<file path="config.mk">
export PLATFORM = sky130hd
export DESIGN_NAME = io_chain_channel_transmitter
export DESIGN_NICKNAME = d
export VERILOG_FILES = /design/src/hw/io_chain_pkg.sv /design/src/hw/chan_sel_if.sv /design/src/hw/channel_connect.sv /design/src/hw/io_chain_channel_transmitter.sv
export SDC_FILE = /design/constraint.sdc
export NUM_CORES = 1
export LEC_CHECK = 0
export BUFFER_PORTS_ARGS = -buffer_cell sky130_fd_sc_hd__buf_2
export CAP_MARGIN = 20
export CORE_UTILIZATION = 39
export CTS_CLUSTER_DIAMETER = 60
export DETAILED_ROUTE_END_ITERATION = 12
export GPL_TIMING_DRIVEN = 0
export PLACE_DENSITY = 0.8
export SLEW_MARGIN = 40
export SYNTH_ARGS = -nofsm -noshare
export SYNTH_HDL_FRONTEND = slang
export SYNTH_SLANG_ARGS = --single-unit
</file>
<file path="constraint.sdc">
create_clock -name ref_clk -period 2.77 [get_ports ref_clk]
set_clock_uncertainty 0.2 [all_clocks]
set_input_delay 0 -clock ref_clk [delete_from_list [all_inputs] [get_ports ref_clk]]
set_output_delay 0 -clock ref_clk [all_outputs]
set_load 0.005 [all_outputs]
</file>
<file path="src/hw/io_chain_pkg.sv">
package io_chain_pkg;
    // ------------------------------------------------------------
    // Scan addresses and commands
    // ------------------------------------------------------------
    localparam logic [6:0] SEL_ADDR = 7'h7F; // Output/input byte 127
    localparam logic [7:0] BROADCAST_CMD = 8'h80;
    localparam int CHAN_W = 3;
    // ------------------------------------------------------------
    // channel_status_byte field positions
    // ------------------------------------------------------------
    localparam int ST_CHAN_LSB = 0;
    localparam int ST_PRESENT = 3;
    localparam int ST_ZERO_LSB = 4;
    localparam int ST_TRAP_EN = 6;
    localparam int ST_FAULT = 7;
    localparam logic [7:0] STATUS_RESET = 8'h00;
    localparam logic [CHAN_W-1:0] NORMAL_CHANNEL = 3'h0;
    // ------------------------------------------------------------
    // Connection states
    // ------------------------------------------------------------
    typedef enum logic [1:0] {
        LINK_IDLE,
        LINK_SELECTED,
        LINK_BROADCAST
    } link_state_t;
endpackage : io_chain_pkg

</file>
<file path="src/hw/chan_sel_if.sv">
`timescale 1ns/1ps
interface chan_sel_if;
    logic selWrite;
    logic [7:0] selData;
    logic [io_chain_pkg::CHAN_W-1:0] ownChannel;
    logic shutdown;
    io_chain_pkg::link_state_t linkState;
    modport ctrl (output selWrite, output selData, output ownChannel,
        output shutdown, input linkState);
    modport sel (input selWrite, input selData, input ownChannel,
        input shutdown, output linkState);
endinterface : chan_sel_if

</file>
<file path="src/hw/channel_connect.sv">
`timescale 1ns/1ps
module channel_connect (
    input wire logic ref_clk,
    input wire logic rst,
    chan_sel_if.sel bus
);
    io_chain_pkg::link_state_t state;
    io_chain_pkg::link_state_t next_state;

    // Next connection state from each selection write
    always_comb begin
        next_state = state;
        if (bus.shutdown) begin
            next_state = io_chain_pkg::LINK_IDLE;
        end else if (bus.selWrite) begin
            if (bus.selData == io_chain_pkg::BROADCAST_CMD) begin
                next_state = io_chain_pkg::LINK_BROADCAST;
            end else if (bus.selData == {5'h00, bus.ownChannel}) begin
                next_state = io_chain_pkg::LINK_SELECTED;
            end else begin
                next_state = io_chain_pkg::LINK_IDLE;
            end
        end
    end

    // Connection register, disconnected after reset
    always_ff @(posedge ref_clk) begin
        if (rst) begin
            state <= io_chain_pkg::LINK_IDLE;
        end else begin
            state <= next_state;
        end
    end

    assign bus.linkState = state;
endmodule : channel_connect

</file>
<file path="src/hw/io_chain_channel_transmitter.sv">
// Functional notes
// - Status byte: channel number, card present
// - Bits 4,5 zero; trap enable, fault bits
// - No answer means input table untouched
// - Matching value at 127 connects channel
// - Other value at 127 disconnects channel
// - 80H connects all, no input data
// - Normal one chain; multi_channel_mode up to eight
// - Channel from first three switches only
// - Bad isolated supply shuts down; lamp
// - Chain ok lamp: power and continuity
// - Chain parity lamp: downstream parity good
// - Fault enable lamp shows stop jumper
// - Jumpers: fault stop, chain mode
`timescale 1ns/1ps
module io_chain_channel_transmitter (
    input wire logic ref_clk,
    input wire logic rst,
    input wire logic outWrite,
    input wire logic [6:0] outAddr,
    input wire logic [7:0] outData,
    input wire logic inRead,
    input wire logic [6:0] inAddr,
    input wire logic [2:0] inChannel,
    input wire logic [2:0] channelSwitch,
    input wire logic local_fault_stop_jumper,
    input wire logic chain_mode_jumper,
    input wire logic localFault,
    input wire logic isoSupplyOk,
    input wire logic stationPowerOk,
    input wire logic cableContinuity,
    input wire logic downstreamParityOk,
    output logic statusValid,
    output logic [7:0] channel_status_byte,
    output logic chainConnected,
    output logic faultStop,
    output logic isoPowerLamp,
    output logic chainOkLamp,
    output logic chainParityLamp,
    output logic faultEnableLamp,
    output logic chainActiveLamp
);
    // ------------------------------------------------------------
    // Decoding helpers
    // ------------------------------------------------------------
    // True when a scan address names the selection byte
    function automatic logic is_sel_addr(
        input logic [6:0] addr
    );
        return addr == io_chain_pkg::SEL_ADDR;
    endfunction : is_sel_addr

    // Status answer for one channel with its fixed bits filled in
    function automatic logic [7:0] build_status(
        input logic [io_chain_pkg::CHAN_W-1:0] chan,
        input logic trapEnable,
        input logic faultNow
    );
        logic [7:0] value;
        value = io_chain_pkg::STATUS_RESET;
        value[io_chain_pkg::ST_CHAN_LSB +: io_chain_pkg::CHAN_W]
            = chan;
        value[io_chain_pkg::ST_PRESENT] = 1'b1;
        value[io_chain_pkg::ST_ZERO_LSB +: 2] = 2'h0;
        value[io_chain_pkg::ST_TRAP_EN] = trapEnable;
        value[io_chain_pkg::ST_FAULT] = faultNow;
        return value;
    endfunction : build_status

    // ------------------------------------------------------------
    // Supply monitor
    // ------------------------------------------------------------
    logic supplyGood;

    // Link, status answers and active lamp are shut down while the isolated supply is bad
    assign supplyGood = isoSupplyOk;

    // ------------------------------------------------------------
    // Scan decode
    // ------------------------------------------------------------
    logic selWriteSeen;
    logic selReadSeen;

    // Writes and reads that name the selection byte
    assign selWriteSeen = outWrite && is_sel_addr(outAddr);
    assign selReadSeen = inRead && is_sel_addr(inAddr);

    // ------------------------------------------------------------
    // Channel selection
    // ------------------------------------------------------------
    chan_sel_if selBus ();
    logic multi_channel_mode;

    // Mode from jumper; normal mode has one fixed channel
    assign multi_channel_mode = chain_mode_jumper;
    assign selBus.ownChannel = multi_channel_mode ? channelSwitch
        : io_chain_pkg::NORMAL_CHANNEL;

    // Only writes to the selection byte reach the tracker
    assign selBus.selWrite = selWriteSeen;

    // Selection data and shutdown pass straight to the tracker
    assign selBus.selData = outData;
    assign selBus.shutdown = !supplyGood;

    // Connection tracker, idle after reset
    channel_connect selector (
        .ref_clk(ref_clk),
        .rst(rst),
        .bus(selBus.sel)
    );

    // ------------------------------------------------------------
    // Connection view
    // ------------------------------------------------------------
    logic selected;
    logic connected;

    // Broadcast connects the chain but does not answer reads
    assign connected = selBus.linkState != io_chain_pkg::LINK_IDLE;

    // Reads are answered only in the selected state
    assign selected = selBus.linkState == io_chain_pkg::LINK_SELECTED;

    // ------------------------------------------------------------
    // Status answer
    // ------------------------------------------------------------
    logic statusAsked;
    logic next_statusValid;
    logic [7:0] next_status;

    // A read of this channel's byte while selected and powered
    assign statusAsked = selReadSeen && selected
        && inChannel == selBus.ownChannel && supplyGood;

    // Status byte built on a read; otherwise the old byte stays
    always_comb begin
        next_statusValid = 1'b0;
        next_status = channel_status_byte;
        if (statusAsked) begin
            next_statusValid = 1'b1;
            next_status = build_status(selBus.ownChannel,
                local_fault_stop_jumper,
                localFault);
        end
    end

    // Answer registers; the valid flag stands for one cycle
    always_ff @(posedge ref_clk) begin
        if (rst) begin
            statusValid <= 1'b0;
            channel_status_byte <= io_chain_pkg::STATUS_RESET;
        end else begin
            statusValid <= next_statusValid;
            channel_status_byte <= next_status;
        end
    end

    // ------------------------------------------------------------
    // Chain connection and fault stop
    // ------------------------------------------------------------
    logic next_chainConnected;
    logic next_faultStop;

    // Joined only while connected and the supply is good
    always_comb begin
        next_chainConnected = connected && supplyGood;
        next_faultStop = localFault && local_fault_stop_jumper;
    end

    // Connection and stop registers
    always_ff @(posedge ref_clk) begin
        if (rst) begin
            chainConnected <= 1'b0;
            faultStop <= 1'b0;
        end else begin
            chainConnected <= next_chainConnected;
            faultStop <= next_faultStop;
        end
    end

    // ------------------------------------------------------------
    // Indicators
    // ------------------------------------------------------------
    logic next_isoPowerLamp;
    logic next_chainOkLamp;
    logic next_chainParityLamp;
    logic next_faultEnableLamp;
    logic next_chainActiveLamp;

    // Lamp values follow their inputs one clock later
    always_comb begin
        next_isoPowerLamp = supplyGood;
        next_chainOkLamp = stationPowerOk
            && cableContinuity;
        next_chainParityLamp = downstreamParityOk;
        next_faultEnableLamp = local_fault_stop_jumper;
        next_chainActiveLamp = multi_channel_mode && connected
            && supplyGood;
    end

    // Lamp registers, all dark during reset
    always_ff @(posedge ref_clk) begin
        if (rst) begin
            isoPowerLamp <= 1'b0;
            chainOkLamp <= 1'b0;
            chainParityLamp <= 1'b0;
            faultEnableLamp <= 1'b0;
            chainActiveLamp <= 1'b0;
        end else begin
            isoPowerLamp <= next_isoPowerLamp;
            chainOkLamp <= next_chainOkLamp;
            chainParityLamp <= next_chainParityLamp;
            faultEnableLamp <= next_faultEnableLamp;
            chainActiveLamp <= next_chainActiveLamp;
        end
    end
endmodule : io_chain_channel_transmitter

</file>
==> flow_summary_export.csv <==
group,metric,value,unit
power,power.leakage,0.613,nW
floorplan,ios,55,
place,hpwl,1530,µm
drt,antenna_left,0,
drt,drc_errors,0,
power,power,0.000473,W
global_routing,grt_first_pass_wirelength,3370,µm
global_routing,grt_max_degree,11,
layout,multi_input_area,405,µm²
critical_path,worst_path_most_repeated_cell,"dlygate4sd3_1",
synthesis,syn-mean-instance-area,9.28,µm²
synthesis,ys_ff_latch,16,
place,port_buffers,52,
power,power.density,357,nW/µm²
clocking,clk_latency,0.28,ns
drt,routed_via_density,4.80,
drt,vias,897,
power,ir_worst_vdd,0.000318,V
synthesis,yosysWarnings,0,
critical_path,timing_worst_setup_path_type,"in2reg",
floorplan,coreArea,1760,µm²
floorplan,die_w,45.9,µm
layout,drive_gt1_frac,0.389,
run_status,status,"finished, final reports clean",
global_routing,grtUsageTotal,0.228,
place,gp_congestion,0.789,
layout,nets,202,
clocking,cts_max_path_buffers,2,
sta,fin_crit_sh,0.886,
critical_path,cp-end-kind,"register",
drt,avgRoutedWirePerCell,12.9,µm
global_routing,grt_antenna_before_repair,0,
floorplan,die_h,45.9,µm
sta,tightest_slew,0.510,ns
critical_path,start_kind,"primary input",
drt,drt_first_pass_iters,4,
drt,drt_iter0_drc,11,
synthesis,syn_area,752,µm²
clocking,cts_buffers,3,
synthesis,synth-seq-area-share,0.426,
drt,wl,2420,µm
synthesis,synth_cell_types,29,
critical_path,crit_path_cell_trace,"dlygate4sd3_1 > buf_2 > nand2b_1 > nor2_1 > dlygate4sd3_1 > nand3_1 > dlygate4sd3_1 > o31ai_1",
critical_path,worstPathMaxFanout,5,
global_routing,grt_pass1_vias,856,
sta,min_period,2.45,ns
job,cap_violations,0,
sta,maxSlewViolCount,0,
critical_path,critical-path-top-delay-family,"buffers and inverters",
layout,insertedDiodeCount,0,
sta,fin_setup_tns,0,ns
floorplan,rows,15,
layout,area_growth,76.0,%
clocking,cts_root_buffer,"clkbuf_4",
synthesis,syn_inst,81,
clocking,path_clk_slew,0.09,ns
critical_path,worstPathArrival,2.46,ns
floorplan,die_area,2110,µm²
layout,nFillCells,151,
sta,fmax,408,MHz
clocking,cts_setup_buffers,0,
critical_path,max_stage_delay,0.60,ns
sta,setup_viol,0,
clocking,clock-sinks,16,
clocking,cts.htree.levels,1,
sta,hold_viol,0,
sta,rsz0062_at_grt,"no",
layout,seq_area,320,µm²
critical_path,crit_required,2.77,ns
critical_path,cp_num_buf_inv,4,
critical_path,cp_slowest_cell,"dlygate4sd3_1",
clocking,cts_tree,"done",
floorplan,initial_core_util,0.426,
global_routing,grt.overflow.total,0,
hold_path,hp-class,"in2reg",
sta,relSlewSlack,0.660,
-- through the flow --
step	std cells	hold slack, ns	util	setup slack [ns]	cell area [µm²]
floorplan	82	-0.113	-	0.748	756
finish	187	0.0150	0.750	0.317	1320
global placement	159	0.0124	0.594	0.668	1050
detailed placement	159	0.0182	0.594	0.631	1050
global route	187	0.0255	0.750	0.268	1320
CTS	187	0.00709	0.750	0.419	1320
-- placed cells by master (no fill, tap or decap) --
master / netlist / routed
buf_4: 2 / 2
o21ai_0: 1 / 1
inv_1: 3 / 3
nand3_1: 3 / 3
dfxtp_1: 16 / 16
nand2_1: 6 / 6
nor4_1: 1 / 1
nor2_1: 9 / 9
xnor2_1: 2 / 2
a22oi_1: 2 / 2
nor2b_1: 5 / 5
dlygate4sd3_1: 0 / 24
nand3b_1: 1 / 1
clkbuf_8: 0 / 1
or4_4: 1 / 1
mux2_2: 2 / 2
mux2i_1: 4 / 4
and2_1: 2 / 2
clkbuf_4: 0 / 3
xor2_1: 2 / 2
nor4bb_1: 1 / 1
o31ai_1: 1 / 1
a21oi_1: 1 / 1
or2_2: 1 / 1
nand4_1: 4 / 4
nand2b_1: 5 / 5
and4b_1: 1 / 1
a2111oi_4: 1 / 1
conb_1: 1 / 2
o22ai_1: 1 / 1
buf_2: 0 / 52
clkbuf_1: 1 / 1
a2111o_1: 1 / 1
-- layer usage --
layer	vias to the layer above	GRT usage	part of all wire
li1	441	-	-
met1	416	0.224	0.37
met2	36	0.448	0.57
met3	4	0.0635	0.048
met4	0	0.0706	0.017
met5	-	0	0
-- power breakdown --
group / total, W / switching [W] / internal (W)
clock: 0.000150 / 0.0000704 / 0.0000800
combinational: 0.0000884 / 0.0000356 / 0.0000528
sequential: 0.000234 / 0.000000959 / 0.000233
total: 0.000473 / 0.000107 / 0.000366
-- layout make-up --
class | instances | share of cell area
repair buffers | 76 | 0.378
multi-input cells | 60 | 0.306
clock buffers | 4 | 0.0274
flip-flops and latches | 16 | 0.242
well taps | 25 | 0.0236
inverters | 3 | 0.00851
plain buffers | 3 | 0.0142
-- tightest hold or removal path, stage by stage --
cell      delay, ns
buf_2          0.09
xnor2_1        0.18
a2111o_1       0.15
nor2_1         0.04
-- final timing paths --
path                                                 end  slack [ns]  cells past startpoint                                   start
hold / removal                    statusValid$_SDFF_PP0_        0.01                      4                            inChannel[0]
setup reg to reg     channel_status_byte[3]$_SDFFE_PP0P_        0.45                      4  selector.bus.linkState[1]$_SDFFE_PP0P_
setup / recovery  selector.bus.linkState[0]$_SDFFE_PP0P_        0.32                      8                                     rst
hold reg to reg      channel_status_byte[3]$_SDFFE_PP0P_        0.26                      2     channel_status_byte[3]$_SDFFE_PP0P_
-- kinds of logic after synthesis --
logic type      count (synthesis)  share of synthesized area
compound gates                  8                      0.103
xor+xnor                        4                     0.0466
buf+inv                         6                     0.0399
flops                          16                      0.426
mux                             6                     0.0832
other cells                     1                    0.00499
simple gates                   40                      0.296
-- synthesized netlist by cell type --
library cell	n	share of area
nand3_1	3	0.020
inv_1	3	0.015
a2111oi_4	1	0.037
buf_4	2	0.020
clkbuf_1	1	0.0050
nand4_1	4	0.033
o21ai_0	1	0.0066
o31ai_1	1	0.010
o22ai_1	1	0.0083
mux2_2	2	0.030
nand3b_1	1	0.010
a21oi_1	1	0.0066
conb_1	1	0.0050
nor4_1	1	0.0083
mux2i_1	4	0.053
dfxtp_1	16	0.43
nor2_1	9	0.045
nor4bb_1	1	0.013
a22oi_1	2	0.020
a2111o_1	1	0.015
nor2b_1	5	0.042
nand2_1	6	0.030
xor2_1	2	0.023
xnor2_1	2	0.023
and2_1	2	0.017
or4_4	1	0.015
or2_2	1	0.0083
and4b_1	1	0.013
nand2b_1	5	0.042
-- flip-flops by register name, indices dropped and copies added (netlist names) --
name                    count
faultStop                   1
channel_status_byte         6
chainParityLamp             1
chainConnected              1
faultEnableLamp             1
chainOkLamp                 1
chainActiveLamp             1
selector.bus.linkState      2
statusValid                 1
isoPowerLamp                1
-- repair_timing --
| action | CTS | global route |
|---|---|---|
| hold endpoints to repair | 15 | 0 |
| hold buffers | 24 | 0 |
| gates resized for setup | 0 | 0 |
| endpoints found under the setup margin | 0 | 0 |
Power figures use the tool's default switching activity.
